--- src/design/host_port_defines.vh ---
`ifndef HOST_PORT_DEFINES_VH
`define HOST_PORT_DEFINES_VH

// Bus widths
`define HP_DATA_W 8
`define HP_ADDR_W 3

// Reset values
`define HP_RST_BYTE 8'h00
`define HP_RST_ADDR 3'h0

// Timing in cycles from strobe sample to data out register
`define HP_RD_LAT 1

`endif

--- src/design/sel_latch.v ---
`include "host_port_defines.vh"

// Transparent or strobe-captured hold of selects and register index
module sel_latch #(
  parameter W = 6
) (
  // Clock and reset
  input  wire         clk,
  input  wire         sys_rst,
  // Strobe and raw inputs
  input  wire         addr_latch_strobe,
  input  wire [W-1:0] raw_in,
  // Effective value
  output wire [W-1:0] eff_out
);

  reg [W-1:0] held_ff;
  reg         strobe_ff;

  // Capture on rising strobe; held copy is only used while strobe is high
  always @(posedge clk) begin
    if (sys_rst) begin
      held_ff   <= {W{1'b0}};
      strobe_ff <= 1'b0;
    end else begin
      strobe_ff <= addr_latch_strobe;
      if (addr_latch_strobe && !strobe_ff) begin
        held_ff <= raw_in;
      end
    end
  end

  assign eff_out = addr_latch_strobe ? (strobe_ff ? held_ff : raw_in) : raw_in;

endmodule // sel_latch

--- src/design/uart_host_bus_port.v ---
`include "host_port_defines.vh"

module uart_host_bus_port #(
  parameter DW = `HP_DATA_W,
  parameter AW = `HP_ADDR_W
) (
  // Clock and reset
  input  wire          clk,
  input  wire          sys_rst,
  // Register select bits
  input  wire          reg_sel_bit0,
  input  wire          reg_sel_bit1,
  input  wire          reg_sel_bit2,
  // Chip selects and address strobe
  input  wire          sel_hi_a,
  input  wire          sel_hi_b,
  input  wire          sel_lo,
  input  wire          addr_latch_strobe,
  // Strobes
  input  wire          rd_strobe_hi,
  input  wire          rd_strobe_lo,
  input  wire          wr_strobe_hi,
  input  wire          wr_strobe_lo,
  // Host data bus, split
  input  wire [DW-1:0] host_data_bus_in,
  output reg  [DW-1:0] host_data_bus_out,
  output reg           host_data_bus_oe_n,
  // Internal register side
  output reg  [AW-1:0] reg_addr,
  output reg           reg_wr_pulse,
  output reg  [DW-1:0] reg_wr_data,
  output reg           reg_rd_pulse,
  input  wire [DW-1:0] reg_rd_data
);

  // Packed select word: three chip selects above the index
  localparam SW = AW + 3;

  // Bus cycle seen at the previous edge
  localparam ST_IDLE  = 2'b00;
  localparam ST_READ  = 2'b01;
  localparam ST_WRITE = 2'b10;
  localparam ST_BLOCK = 2'b11;

  // Raw pins gathered into one word
  wire [AW-1:0] raw_index;
  wire [2:0]    raw_chip;
  wire [SW-1:0] raw_sel;

  // Effective selects after the address strobe latch
  wire [SW-1:0] eff_sel;
  wire [AW-1:0] eff_index;
  wire          eff_sel_hi_a;
  wire          eff_sel_hi_b;
  wire          eff_sel_lo;

  // Decoded request terms
  wire          selected;
  wire          rd_req;
  wire          wr_req;
  wire          collide;
  wire          rd_ok;
  wire          wr_ok;

  // Cycle tracker
  reg  [1:0]    state_ff;
  reg  [1:0]    nxt_state;

  // Next values of the registered outputs
  reg  [DW-1:0] nxt_bus_out;
  reg           nxt_oe_n;
  reg  [AW-1:0] nxt_addr;
  reg           nxt_wr_pulse;
  reg  [DW-1:0] nxt_wr_data;
  reg           nxt_rd_pulse;

  // index bit order, bit0 is LSB
  assign raw_index = {reg_sel_bit2, reg_sel_bit1, reg_sel_bit0};

  // Chip selects ride above the index so one latch serves all six
  assign raw_chip  = {sel_hi_a, sel_hi_b, sel_lo};
  assign raw_sel   = {raw_chip, raw_index};

  // Selects and index share one capture edge; strobes are never latched
  sel_latch #(
    .W (SW)
  ) u_sel_latch (
    .clk               (clk),
    .sys_rst           (sys_rst),
    .addr_latch_strobe (addr_latch_strobe),
    .raw_in            (raw_sel),
    .eff_out           (eff_sel)
  );

  // Split the effective word back into its fields
  assign eff_index    = eff_sel[AW-1:0];
  assign eff_sel_lo   = eff_sel[AW];
  assign eff_sel_hi_b = eff_sel[AW+1];
  assign eff_sel_hi_a = eff_sel[AW+2];

  assign selected = eff_sel_hi_a & eff_sel_hi_b & ~eff_sel_lo;

  // Strobes come straight from the pins, only selects and index are latched
  // either read polarity
  assign rd_req = rd_strobe_hi | ~rd_strobe_lo;

  assign wr_req = wr_strobe_hi | ~wr_strobe_lo;

  assign collide = rd_req & wr_req;
  assign rd_ok   = selected & rd_req & ~collide;
  assign wr_ok   = selected & wr_req & ~collide;

  // Remember the kind of cycle so a held strobe gives only one pulse
  // ST_BLOCK is held for as long as both strobes stay up
  always @* begin
    if (rd_ok) begin
      nxt_state = ST_READ;
    end else if (wr_ok) begin
      nxt_state = ST_WRITE;
    end else if (collide) begin
      // Both strobes: neither side may act
      nxt_state = ST_BLOCK;
    end else begin
      nxt_state = ST_IDLE;
    end
  end

  // store bus byte once
  // A long strobe must not pop a FIFO twice, so only a new cycle pulses
  always @* begin
    nxt_rd_pulse = 1'b0;
    nxt_wr_pulse = 1'b0;
    case (state_ff)
      ST_IDLE: begin
        nxt_rd_pulse = rd_ok;
        nxt_wr_pulse = wr_ok;
      end
      ST_READ: begin
        // Same read strobe still held
        nxt_rd_pulse = 1'b0;
        nxt_wr_pulse = wr_ok;
      end
      ST_WRITE: begin
        // Same write strobe still held
        nxt_rd_pulse = rd_ok;
        nxt_wr_pulse = 1'b0;
      end
      ST_BLOCK: begin
        // Collision over: a strobe left alone starts a new cycle
        nxt_rd_pulse = rd_ok;
        nxt_wr_pulse = wr_ok;
      end
      default: begin
        nxt_rd_pulse = 1'b0;
        nxt_wr_pulse = 1'b0;
      end
    endcase
  end

  // Data path next values
  // The read byte trails the drive enable by one cycle of reg_rd_data
  always @* begin
    nxt_addr    = eff_index;
    nxt_wr_data = host_data_bus_in;
    nxt_bus_out = reg_rd_data;
    nxt_oe_n    = ~rd_ok;
  end

  // Cycle state register
  always @(posedge clk) begin
    if (sys_rst) begin
      state_ff <= ST_IDLE;
    end else begin
      state_ff <= nxt_state;
    end
  end

  // Host bus outputs, registered so the pins never show a decode glitch
  always @(posedge clk) begin
    if (sys_rst) begin
      host_data_bus_out  <= `HP_RST_BYTE;
      host_data_bus_oe_n <= 1'b1;
    end else begin
      host_data_bus_out  <= nxt_bus_out;
      host_data_bus_oe_n <= nxt_oe_n;
    end
  end

  // Register side outputs; the data copy moves freely, only the pulse commits
  always @(posedge clk) begin
    if (sys_rst) begin
      reg_addr     <= `HP_RST_ADDR;
      reg_wr_pulse <= 1'b0;
      reg_wr_data  <= `HP_RST_BYTE;
      reg_rd_pulse <= 1'b0;
    end else begin
      reg_addr     <= nxt_addr;
      reg_wr_pulse <= nxt_wr_pulse;
      reg_wr_data  <= nxt_wr_data;
      reg_rd_pulse <= nxt_rd_pulse;
    end
  end

endmodule // uart_host_bus_port

--- config.mk ---
export PLATFORM = sky130hd
export DESIGN_NAME = uart_host_bus_port
export DESIGN_NICKNAME = d
export VERILOG_FILES = /design/src/design/sel_latch.v /design/src/design/uart_host_bus_port.v
export VERILOG_INCLUDE_DIRS = /design/src /design/src/design
export SDC_FILE = /design/constraint.sdc
export NUM_CORES = 1
export LEC_CHECK = 0
export BUFFER_PORTS_ARGS = -buffer_cell sky130_fd_sc_hd__buf_2
export CORE_MARGIN = 3
export CORE_UTILIZATION = 43
export CTS_BUF_LIST = sky130_fd_sc_hd__clkbuf_16
export DETAILED_ROUTE_END_ITERATION = 6
export PLACE_DENSITY = 0.77
export SYNTH_ARGS = -nofsm -noshare
export SYNTH_HDL_FRONTEND = slang
export SYNTH_SLANG_ARGS = --single-unit
--- constraint.sdc ---
create_clock -name clk -period 1.5 [get_ports clk]
set_input_delay 0.075 -clock clk [delete_from_list [all_inputs] [get_ports clk]]
set_output_delay 0.075 -clock clk [all_outputs]
set_load 0.01 [all_outputs]
# ---- After elaboration in Yosys (flattened, before gate mapping)
# Index checks and enable logic that the tools add are counted.
# W data, S select, Z words.
dict set report totals {
  output_inout_bits 22
  elab_cells 40
  input_bits 29
  register_bits 31
}
dict set report op_classes {
  eq_ne 3
  n_reduce_logical 6
  n_mux 7
  bitwise 14
}
# operator n
set op_table {}
lappend op_table {{$mux W6} 2}
lappend op_table {{$and A1 B1 Y1} 7}
lappend op_table {{$reduce_or A3 Y1} 2}
lappend op_table {{$not A1 Y1} 5}
lappend op_table {{$eq A2 B2 Y1 const B} 2}
lappend op_table {{$mux W2} 2}
lappend op_table {{$pmux W1 S2} 2}
lappend op_table {{$eq A2 B1 Y1 const B} 1}
lappend op_table {{$logic_not A2 Y1} 1}
lappend op_table {{$or A1 B1 Y1} 2}
lappend op_table {{$reduce_or A2 Y1} 1}
lappend op_table {{$logic_and A1 B1 Y1} 1}
lappend op_table {{$logic_not A1 Y1} 1}
lappend op_table {{$mux W1} 1}

# ---- Depth between registers and ports, before layout
# Gate-level depths: netlist of the first run.
dict set report depth {
  word_depth 8
  depth_mapped 4
}

# ---- Cells and area by module
# A second synthesis of the first run with hierarchy kept.
dict set report unflattened {
  cells_unflattened 90
  hier_area_um2 1088.5
}
# module cells_each instances area_each_um2
set modules_own_cells {}
lappend modules_own_cells {uart_host_bus_port 55 1 694.4}
lappend modules_own_cells {sel_latch 35 1 394.1}

# ---- Worst setup path before layout of the first run
# OpenSTA, ideal clock, no wires.
dict set report synth_timing {
  kind {register -> register}
  startpoint {register u_sel_latch.strobe_ff}
  endpoint {register reg_rd_pulse}
  path_slack_ns 0.430
  t_required_ns 1.439
  arrival_time_ns 1.009
  path_stages_with_launch 4
  period_less_slack_ns 1.070
  setup_ns 0.061
  path_buffers 0
  cell_sequence {dfxtp_1 > nand2_2 > mux2_4 > and4b_1}
}
dict set report synth_via {
  elab_chain_len 7
  word_cells_on_any_way 8
}
# item line
set synth_lines {}
lappend synth_lines {{from (decl)} sel_latch.v:18} ;# reg strobe_ff;
lappend synth_lines {{from (signal assigned)} sel_latch.v:26} ;# strobe_ff <= addr_latch_strobe;
lappend synth_lines {{$mux W6 * (2 in series)} sel_latch.v:33} ;# assign eff_out = addr_latch_strobe ? (strobe_ff ? held_ff : raw_in) : raw_in;
lappend synth_lines {{$and A1 B1 Y1 / $not A1 Y1 (equally long branches)} uart_host_bus_port.v:101} ;# assign selected = eff_sel_hi_a & eff_sel_hi_b & ~eff_sel_lo;
lappend synth_lines {{$and A1 B1 Y1 *} uart_host_bus_port.v:101}
lappend synth_lines {{$and A1 B1 Y1 * (2 in series)} uart_host_bus_port.v:110} ;# assign rd_ok = selected & rd_req & ~collide;
lappend synth_lines {{$pmux W1 S2 *} uart_host_bus_port.v:133} ;# case (state_ff)
lappend synth_lines {{to (signal assigned)} uart_host_bus_port.v:200} ;# reg_rd_pulse <= nxt_rd_pulse;
lappend synth_lines {{to (decl)} uart_host_bus_port.v:32} ;# output reg reg_rd_pulse,
# Every way passes the cells marked *; elsewhere a longest branch is shown, timed or not.
# A chain may end at the register's enable or synchronous reset.

# ---- Worst setup path after layout of the first run
dict set report layout_timing {
  startpoint {register u_sel_latch.strobe_ff}
  endpoint {register u_sel_latch.held_ff[5]}
}
dict set report layout_via {
  elab_chain_len 2
}
# item line
set layout_lines {}
lappend layout_lines {{$logic_not A1 Y1} sel_latch.v:27} ;# if (addr_latch_strobe && !strobe_ff) begin
lappend layout_lines {{$logic_and A1 B1 Y1} sel_latch.v:27}
lappend layout_lines {{to (signal assigned)} sel_latch.v:23} ;# held_ff <= {W{1'b0}};
lappend layout_lines {{to (signal assigned)} sel_latch.v:28} ;# held_ff <= raw_in;
lappend layout_lines {{to (decl)} sel_latch.v:17} ;# reg [W-1:0] held_ff;
# Every way passes these cells.

==> results of run 1 <==
synth_stat cells (all sizes together):
| cell | number | share of area [%] |
|---|---|---|
| clkbuf | 2 | 0.76 |
| mux2 | 1 | 1.5 |
| a21oi | 3 | 1.5 |
| nor2b | 20 | 13 |
| nor4 | 1 | 1.3 |
| a21boi | 1 | 0.76 |
| and4b | 1 | 1.0 |
| a211oi | 1 | 1.3 |
| nand3 | 3 | 1.5 |
| nand2 | 5 | 2.1 |
| inv | 1 | 0.38 |
| nor2 | 7 | 2.6 |
| mux2i | 6 | 6.1 |
| buf | 2 | 1.0 |
| dfxtp | 31 | 63 |
| o21ai | 1 | 0.50 |
| nand3b | 3 | 2.3 |
final timing paths:
kind,to,slack (ns),cells past startpoint
worst max-delay path,u_sel_latch.held_ff[5]$_SDFFE_PP0P_,0.32,4
worst min-delay path,host_data_bus_out[1]$_SDFF_PP0_,0.02,2
worst max register to register,u_sel_latch.held_ff[5]$_SDFFE_PP0P_,0.32,4
worst min register to register,reg_addr[0]$_SDFF_PP0_,0.47,2
sequential cells by signal, summed over array words and instances (netlist names):
| register | cells |
|---|---|
| host_data_bus_out | 8 |
| u_sel_latch.held_ff | 6 |
| reg_wr_pulse | 1 |
| reg_addr | 3 |
| host_data_bus_oe_n | 1 |
| reg_rd_pulse | 1 |
| u_sel_latch.strobe_ff | 1 |
| state_ff | 2 |
| reg_wr_data | 8 |
report_power, final:
part           leakage [nW]  internal, mW  switching [mW]
clock network        0.0701         0.594           0.312
logic                 0.353        0.0808          0.0765
registers             0.257         0.869          0.0143
layout make-up:
| type | count | area share, % |
|---|---|---|
| clock buffers | 5 | 8.92 |
| clock inverters | 3 | 0.803 |
| inverters | 1 | 0.268 |
| multi-input cells | 53 | 25.0 |
| flip-flops and latches | 31 | 44.2 |
| well taps | 27 | 2.41 |
| repair buffers | 51 | 18.4 |
logic make-up after synthesis:
logic type,count (synthesis),share of synthesized area [%]
simple gates,40,23.7
mux,7,7.57
flops,31,62.5
buf+inv,5,2.14
compound gates,6,4.03
metal layers:
metal / wire [um] / global-route usage, %
met2: 1010 / 25.4
met3: 156 / 4.99
met4: 36 / 8.71
met1: 763 / 14.5
met5: 0 / 0
==> impl_metrics.env, run 1 <==
export IMPL_status="finished, final reports clean"
export IMPL_holdWs_ns=0.0162
export IMPL_grt_use_total_pct=14.4
export IMPL_crit_type="flip-flop to flip-flop"
export IMPL_critPathLaunchType="flip-flop"
export IMPL_gp_congestion=0.818
export IMPL_max_stage_delay_ns=0.35
export IMPL_finalNonFillerCells=171
export IMPL_min_from="reg_rd_data[1]"
export IMPL_final_cell_area_um2=1400
export IMPL_die_w_um=54.0
export IMPL_numCtsBuffers=5
export IMPL_post_dp_cell_area_um2=1270
export IMPL_worst_hold_path_type="input port to flip-flop"
export IMPL_die_area_um2=2920
export IMPL_cts_htree_levels=2
export IMPL_cts_hold_buf=0
export IMPL_fin_crit_sh_pct=78.6
export IMPL_worstPathMaxFanout=5
export IMPL_rsz0062_at_grt="no"
export IMPL_num_vias=783
export IMPL_drt_wl_total_mm=1.96
export IMPL_core_area_um2=2060
export IMPL_slew_headroom_pct=66.1
export IMPL_clkSlewWorstSetupHoldPaths_ns=0.05
export IMPL_fmax_mhz=849
export IMPL_reg2reg_from="u_sel_latch.strobe_ff$_SDFF_PP0_"
export IMPL_crit_path_top_delay_cell="dfxtp_1"
export IMPL_crit_path_start="u_sel_latch.strobe_ff$_SDFF_PP0_"
export IMPL_clock_path_buffers=2
export IMPL_grt_pass1_vias=738
export IMPL_grt_pass1_wl_mm=2.88
export IMPL_fin_util_pct=68.0
export IMPL_grt_start_max_net_pins=30
export IMPL_antennaDiodeCount=0
export IMPL_syn_to_final_growth_pct=41.4
export IMPL_multi_input_area_um2=350
export IMPL_clock_root_buffer="clkbuf_16"
export IMPL_powerDensity_nw_per_um2=1390
export IMPL_finalSetupViolCount=0
export IMPL_dp_slack_ns=0.361
export IMPL_yosysWarningCount=0
export IMPL_syn_num_nets=118
export IMPL_drv_cap=0
export IMPL_rows=16
export IMPL_hold_viol_final=0
export IMPL_ioPinCount=51
export IMPL_ys_types=19
export IMPL_p_total_mw=1.95
export IMPL_critPathArrivalTime_ns=1.31
export IMPL_drive_gt1_share_pct=42.4
export IMPL_period_needed_ns=1.18
export IMPL_cts_resized=0
export IMPL_port_buffers=50
export IMPL_finClkSkew_ns=0.00185
export IMPL_drtAntennaViolNets=0
export IMPL_ir_drop_uv=1200
export IMPL_ys_seq_elements=31
export IMPL_clock_latency_ns=0.27
export IMPL_fin_ws_ns=0.322
export IMPL_p_leak_nw=0.680
export IMPL_die_h_um=54.0
export IMPL_first_pass_iters=4
export IMPL_n_fill_cell=177
export IMPL_crit_buf_inv=1
export IMPL_critical_path_endpoint_type="flip-flop"
export IMPL_antenna_found_initial=0
export IMPL_place_hpwl_mm=1.44
export IMPL_crit_chain="nor2b_1 > buf_4 > mux2i_1 > nor2_1"
export IMPL_synth_area_um2=992
export IMPL_cts_tree="yes"
export IMPL_required_ns=1.63
export IMPL_crit_family="flip-flops"
export IMPL_synth_area_per_cell_um2=11.1
export IMPL_seq_area_um2=621
export IMPL_drt_iter0_markers=10
export IMPL_tightest_slew_ns=0.508
export IMPL_seq_area_frac_synth_pct=62.5
export IMPL_tns_ns=0
export IMPL_slew_viol_final=0
export IMPL_nets=172
export IMPL_viasPerCell=4.58
export IMPL_layout_commonest_cell="buf_2"
export IMPL_clock_sinks=31
export IMPL_drt_drc_violations_left=0
export IMPL_postCtsSetupBuffers=0
export IMPL_synth_cells=89
export IMPL_place_inst=163
export IMPL_final_cell_mix="buf_2 (50), dfxtp_1 (31), nor2b_1 (19)"
export IMPL_start_util_pct=48.1
export IMPL_wire_per_inst_um=11.5
export IMPL_grt_overflow=0
Note: power is estimated with default switching activity, not from simulation.
==> inputs of run 2 (changes only) <==
--- a/config.mk
+++ b/config.mk
@@ -8,10 +8,10 @@
 export LEC_CHECK = 0
 export BUFFER_PORTS_ARGS = -buffer_cell sky130_fd_sc_hd__buf_2
 export CORE_MARGIN = 3
-export CORE_UTILIZATION = 43
+export CORE_UTILIZATION = 39
 export CTS_BUF_LIST = sky130_fd_sc_hd__clkbuf_16
 export DETAILED_ROUTE_END_ITERATION = 6
-export PLACE_DENSITY = 0.77
+export PLACE_DENSITY = 0.74
 export SYNTH_ARGS = -nofsm -noshare
 export SYNTH_HDL_FRONTEND = slang
 export SYNTH_SLANG_ARGS = --single-unit
==> constraint.sdc (replaced) <==
create_clock -name clk -period 1.05 [get_ports clk]
set_input_delay 0.0525 -clock clk [delete_from_list [all_inputs] [get_ports clk]]
set_output_delay 0.0525 -clock clk [all_outputs]
set_load 0.01 [all_outputs]
==> run 2 against run 1 <==
Net effect:
- the run now ends with negative setup slack left
- routed wire length rose by 16%
- sequential power rose by 43%
- clock-buffer cell count did not move
- maximum frequency rose by 7.6%
- global-route usage rose by 2.1 points
- critical path depth fell by 1
- largest cell class unchanged
- highest routed layer unchanged
==> impl_metrics.env, run 2 (synthesis gave the netlist of run 1 again) <==
export IMPL_ioPinCount=51
export IMPL_die_h_um=56.4
export IMPL_r2r_cells=3
export IMPL_fin_crit_sh_pct=104
export IMPL_die_w_um=56.4
export IMPL_start_util_pct=42.8
export IMPL_slew_headroom_pct=73.8
export IMPL_violations="negative setup slack"
export IMPL_first_pass_iters=4
export IMPL_antenna_found_initial=0
export IMPL_clkSlewWorstSetupHoldPaths_ns=0.05
export IMPL_cts_htree_levels=2
export IMPL_powerDensity_nw_per_um2=1970
export IMPL_finalNonFillerCells=187
export IMPL_n_fill_cell=188
export IMPL_cts_tree="yes"
export IMPL_clock_path_buffers=2
export IMPL_numCtsBuffers=5
export IMPL_rrSetupSlack_ns=-0.05
export IMPL_layout_commonest_cell="buf_2"
export IMPL_min_from="host_data_bus_in[0]"
export IMPL_place_inst=167
export IMPL_drt_iter0_markers=6
export IMPL_reg2reg_from="u_sel_latch.held_ff[3]$_SDFFE_PP0P_"
export IMPL_multi_input_area_um2=350
export IMPL_wire_per_inst_um=12.2
export IMPL_ir_drop_uv=1550
export IMPL_critical_path_endpoint_type="flip-flop"
export IMPL_finClkSkew_ns=0.00322
export IMPL_hold_depth=2
export IMPL_num_vias=830
export IMPL_grt_start_max_net_pins=16
export IMPL_crit_type="flip-flop to flip-flop"
export IMPL_top_regs="host_data_bus_out: 8 flops, reg_wr_data: 8 flops, u_sel_latch.held_ff: 6 flops"
export IMPL_p_leak_nw=0.756
export IMPL_die_area_um2=3190
export IMPL_drt_wl_total_mm=2.29
export IMPL_critPathLaunchType="flip-flop"
export IMPL_clock_root_buffer="clkbuf_16"
export IMPL_grt_pass1_vias=872
export IMPL_nets=187
export IMPL_required_ns=1.26
export IMPL_drt_drc_violations_left=0
export IMPL_syn_to_final_growth_pct=58.9
export IMPL_post_dp_cell_area_um2=1290
export IMPL_fin_ws_ns=-0.0455
export IMPL_r2r_end="reg_rd_pulse$_SDFF_PP0_"
export IMPL_seq_area_um2=623
export IMPL_rows=17
export IMPL_grt_pass1_wl_mm=3.87
export IMPL_worst_hold_path_type="input port to flip-flop"
export IMPL_rsz0062_at_grt="yes"
export IMPL_tightest_slew_ns=0.393
export IMPL_drive_gt1_share_pct=42.8
export IMPL_clock_latency_ns=0.27
export IMPL_hold_viol_final=0
export IMPL_holdWs_ns=0.00133
export IMPL_dp_slack_ns=-0.0163
export IMPL_clock_sinks=31
export IMPL_fmax_mhz=913
export IMPL_antennaDiodeCount=0
export IMPL_grt_use_total_pct=16.5
export IMPL_gp_congestion=0.685
export IMPL_finalSetupViolCount=4
export IMPL_final_cell_mix="buf_2 (50), dfxtp_1 (29), nor2b_1 (19)"
export IMPL_period_needed_ns=1.10
export IMPL_worstPathMaxFanout=5
export IMPL_grt_overflow=0
export IMPL_final_cell_area_um2=1580
export IMPL_drv_cap=0
export IMPL_hold_end="reg_wr_data[0]$_SDFF_PP0_"
export IMPL_port_buffers=50
export IMPL_drtAntennaViolNets=0
export IMPL_core_area_um2=2320
export IMPL_slew_viol_final=0
export IMPL_critPathArrivalTime_ns=1.31
export IMPL_status="finished with violations"
export IMPL_viasPerCell=4.44
==> run 2: changes by cell type in the layout (fill, tap and decap cells not counted) <==
| cell | change |
|---|---|
| dlygate4sd3_1 | +12 |
| buf_4 | +3 |
| dfxtp_1 | -2 |
| dfxtp_2 | +2 |
| bufinv_16 | +1 |
| clkinv_1 | -1 |
| clkinv_2 | +1 |
| inv_1 | -1 |
==> run 2: through the flow <==
stage          power, mW  utilization, %  setup TNS, ns
2_1_floorplan       1.40               -              0
3_3_place_gp        1.51            55.7              0
3_5_place_dp        1.52            55.7        -0.0206
4_1_cts             3.14            68.0         -0.147
5_1_grt             3.24            68.0         -0.420
6_report            3.10            68.0         -0.123
==> run 2: critical path: stages, from the launching register on <==
cell	delay [ns]
dfxtp_2	0.32
nand3b_1	0.16
mux2_4	0.31
and4b_1	0.24
==> run 2: layer usage <==
| layer | wire length (um) | vias to the layer above | global-route usage [%] |
|---|---|---|---|
| met5 | 0 | - | 0 |
| li1 | - | 428 | - |
| met3 | 140 | 6 | 8.97 |
| met2 | 1280 | 27 | 28.1 |
| met1 | 808 | 369 | 16.0 |
| met4 | 61 | 0 | 8.47 |
==> run 2: how the worst max path moves through the flow <==
stage / cells past startpoint / start / endpoint
floorplan: 3 / u_sel_latch.strobe_ff$_SDFF_PP0_ / reg_rd_pulse$_SDFF_PP0_
global placement: 3 / u_sel_latch.held_ff[3]$_SDFFE_PP0P_ / reg_rd_pulse$_SDFF_PP0_
detailed placement: 3 / u_sel_latch.held_ff[3]$_SDFFE_PP0P_ / reg_rd_pulse$_SDFF_PP0_
CTS: 3 / u_sel_latch.held_ff[3]$_SDFFE_PP0P_ / reg_rd_pulse$_SDFF_PP0_
global route: 3 / u_sel_latch.held_ff[3]$_SDFFE_PP0P_ / reg_rd_pulse$_SDFF_PP0_
finish: 3 / u_sel_latch.held_ff[3]$_SDFFE_PP0P_ / reg_rd_pulse$_SDFF_PP0_
==> run 2: area by class of cell <==
| type | count | share of cell area (%) |
|---|---|---|
| clock buffer | 5 | 7.94 |
| clock inverter | 3 | 2.46 |
| inverter | 1 | 0.238 |
| multi-input combinational | 53 | 22.2 |
| sequential | 31 | 39.5 |
| tap | 28 | 2.22 |
| timing repair buffer | 66 | 25.4 |
==> run 2: where the power goes <==
part / total (mW) / internal [mW] / switching [mW]
Sequential: 1.26 / 1.24 / 0.0190
Combinational: 0.273 / 0.151 / 0.122
Clock: 1.57 / 1.10 / 0.466
==> run 2: what timing repair did <==
item	in CTS	in global routing
hold buffers	12	0
setup buffers	0	0
resized for setup	1	0
endpoints found under the setup margin	4	9
pin swaps	0	1
endpoints found under the hold margin	12	0
==> inputs of run 3 (changes only) <==
--- a/config.mk
+++ b/config.mk
@@ -11,7 +11,7 @@
 export CORE_UTILIZATION = 39
 export CTS_BUF_LIST = sky130_fd_sc_hd__clkbuf_16
 export DETAILED_ROUTE_END_ITERATION = 6
-export PLACE_DENSITY = 0.74
+export PLACE_DENSITY = 0.72
 export SYNTH_ARGS = -nofsm -noshare
 export SYNTH_HDL_FRONTEND = slang
 export SYNTH_SLANG_ARGS = --single-unit
==> run 3 against run 2 <==
Net effect:
- the run still ends with negative setup slack left
- cell count grew 0.53%
- largest power group unchanged
- clock skew grew 0.0013 ns
- global-route usage shrank 1.6 points
- critical endpoint unchanged
- worst setup slack gained 0.036 ns
- largest cell class unchanged
==> impl_metrics.env, run 3 (synthesis gave the netlist of run 1 again) <==
export IMPL_period_needed_ns=1.06
export IMPL_reg2reg_from="u_sel_latch.held_ff[3]$_SDFFE_PP0P_"
export IMPL_fin_crit_sh_pct=101
export IMPL_clkSlewWorstSetupHoldPaths_ns=0.05
export IMPL_crit_chain="nand3b_1 > mux2_4 > and4b_1"
export IMPL_rrSetupSlack_ns=-0.01
export IMPL_violations="negative setup slack"
export IMPL_n_fill_cell=182
export IMPL_crit_buf_inv=0
export IMPL_grt_use_total_pct=14.9
export IMPL_nets=188
export IMPL_grt_start_max_net_pins=13
export IMPL_start_util_pct=42.8
export IMPL_tightest_slew_ns=0.419
export IMPL_max_stage_delay_ns=0.31
export IMPL_drt_drc_violations_left=0
export IMPL_drt_met1_wl_um=794
export IMPL_status="finished with violations"
export IMPL_worstPathMaxFanout=5
export IMPL_critPathLaunchType="flip-flop"
export IMPL_viasPerCell=4.47
export IMPL_die_h_um=56.4
export IMPL_rsz0062_at_grt="yes"
export IMPL_place_hpwl_mm=1.46
export IMPL_crit_type="flip-flop to flip-flop"
export IMPL_clock_sinks=31
export IMPL_top_layer="met4"
export IMPL_hold_viol_final=0
export IMPL_worst_hold_path_type="input port to flip-flop"
export IMPL_powerDensity_nw_per_um2=1820
export IMPL_antennaDiodeCount=0
export IMPL_drt_wl_total_mm=2.16
export IMPL_layout_commonest_cell="buf_2"
export IMPL_finalSetupViolCount=1
export IMPL_cts_htree_levels=2
export IMPL_finClkSkew_ns=0.00455
export IMPL_top_regs="host_data_bus_out: 8 flops, reg_wr_data: 8 flops, u_sel_latch.held_ff: 6 flops"
export IMPL_syn_to_final_growth_pct=56.9
export IMPL_die_area_um2=3190
export IMPL_finalNonFillerCells=188
export IMPL_grt_pass1_vias=866
export IMPL_crit_path_start="u_sel_latch.held_ff[3]$_SDFFE_PP0P_"
export IMPL_final_cell_mix="buf_2 (50), dfxtp_1 (29), nor2b_1 (19)"
export IMPL_slew_headroom_pct=72.0
export IMPL_slew_viol_final=0
export IMPL_core_area_um2=2320
export IMPL_antenna_found_initial=0
export IMPL_port_buffers=50
export IMPL_hold_depth=2
export IMPL_place_inst=168
export IMPL_hold_end="reg_wr_data[1]$_SDFF_PP0_"
export IMPL_critical_path_endpoint_type="flip-flop"
export IMPL_post_dp_cell_area_um2=1300
export IMPL_final_cell_area_um2=1560
export IMPL_drtAntennaViolNets=0
export IMPL_crit_path_top_delay_cell="dfxtp_2"
export IMPL_rows=17
export IMPL_clock_latency_ns=0.27
export IMPL_grt_pass1_wl_mm=3.56
export IMPL_critPathArrivalTime_ns=1.27
export IMPL_clock_root_buffer="clkbuf_16"
export IMPL_clock_path_buffers=2
export IMPL_drv_cap=0
export IMPL_met3WireLength_um=166
export IMPL_first_pass_iters=4
export IMPL_drive_gt1_share_pct=41.9
export IMPL_die_w_um=56.4
export IMPL_grt_overflow=0
export IMPL_min_from="host_data_bus_in[1]"
export IMPL_tns_ns=-0.00952
export IMPL_ioPinCount=51
export IMPL_numCtsBuffers=5
export IMPL_drt_iter0_markers=10
export IMPL_wire_per_inst_um=11.5
export IMPL_fmax_mhz=944
export IMPL_num_vias=840
export IMPL_required_ns=1.26
export IMPL_fin_ws_ns=-0.00952
export IMPL_r2r_end="reg_rd_pulse$_SDFF_PP0_"
export IMPL_cts_tree="yes"
export IMPL_fin_util_pct=67.1
export IMPL_p_leak_nw=0.750
export IMPL_gp_congestion=0.712
export IMPL_postCtsSetupBuffers=0
export IMPL_r2r_cells=3
export IMPL_crit_family="simple AND/OR/NAND/NOR gates"
export IMPL_dr_wl_met2_mm=1.15
export IMPL_ir_drop_uv=1530
-- run 3: worst max path at each step --
stage	endpoint	cells after the start
floorplan	reg_rd_pulse$_SDFF_PP0_	3
global placement	reg_rd_pulse$_SDFF_PP0_	3
detailed placement	reg_rd_pulse$_SDFF_PP0_	3
CTS	reg_rd_pulse$_SDFF_PP0_	3
global route	reg_wr_pulse$_SDFF_PP0_	3
finish	reg_rd_pulse$_SDFF_PP0_	3
-- run 3: cell type report --
type | instances | area [um^2] | share of cell area [%]
flip-flops and latches | 31 | 623 | 40.0
repair buffers | 67 | 408 | 26.2
multi-input cells | 53 | 350 | 22.5
clock buffers | 5 | 125 | 8.04
well taps | 28 | 35.0 | 2.25
clock inverters | 3 | 11.3 | 0.723
inverters | 1 | 3.75 | 0.241
-- run 3: routing by layer --
metal	vias to the layer above	global-route usage, %
met1	373	14.3
li1	428	-
met5	-	0
met2	32	26.2
met4	0	9.15
met3	7	5.98
-- run 3: power breakdown --
part | internal (mW) | total [mW] | switching (mW) | leakage (nW)
Combinational | 0.154 | 0.273 | 0.120 | 0.422
Clock | 0.848 | 1.29 | 0.447 | 0.0701
Sequential | 1.24 | 1.26 | 0.0183 | 0.258
Total | 2.24 | 2.83 | 0.585 | 0.750
-- run 3: timing repair --
item / CTS / global route
hold endpoints to repair: 12 / 0
hold buffers: 12 / 0
endpoints found under the setup margin: 1 / 4
gates resized for setup: 0 / 1
-- run 3: metrics by stage --
stage / total power, mW / hold WS [ns] / setup slack, ns
after floorplan: 1.40 / 0.181 / 0.0279
after global placement: 1.51 / 0.258 / 0.0296
after detailed placement: 1.52 / 0.266 / 0.00787
after CTS: 2.86 / 0.00758 / -0.00808
after global routing: 2.94 / 0.0205 / -0.0690
final: 2.83 / 0.00853 / -0.00952
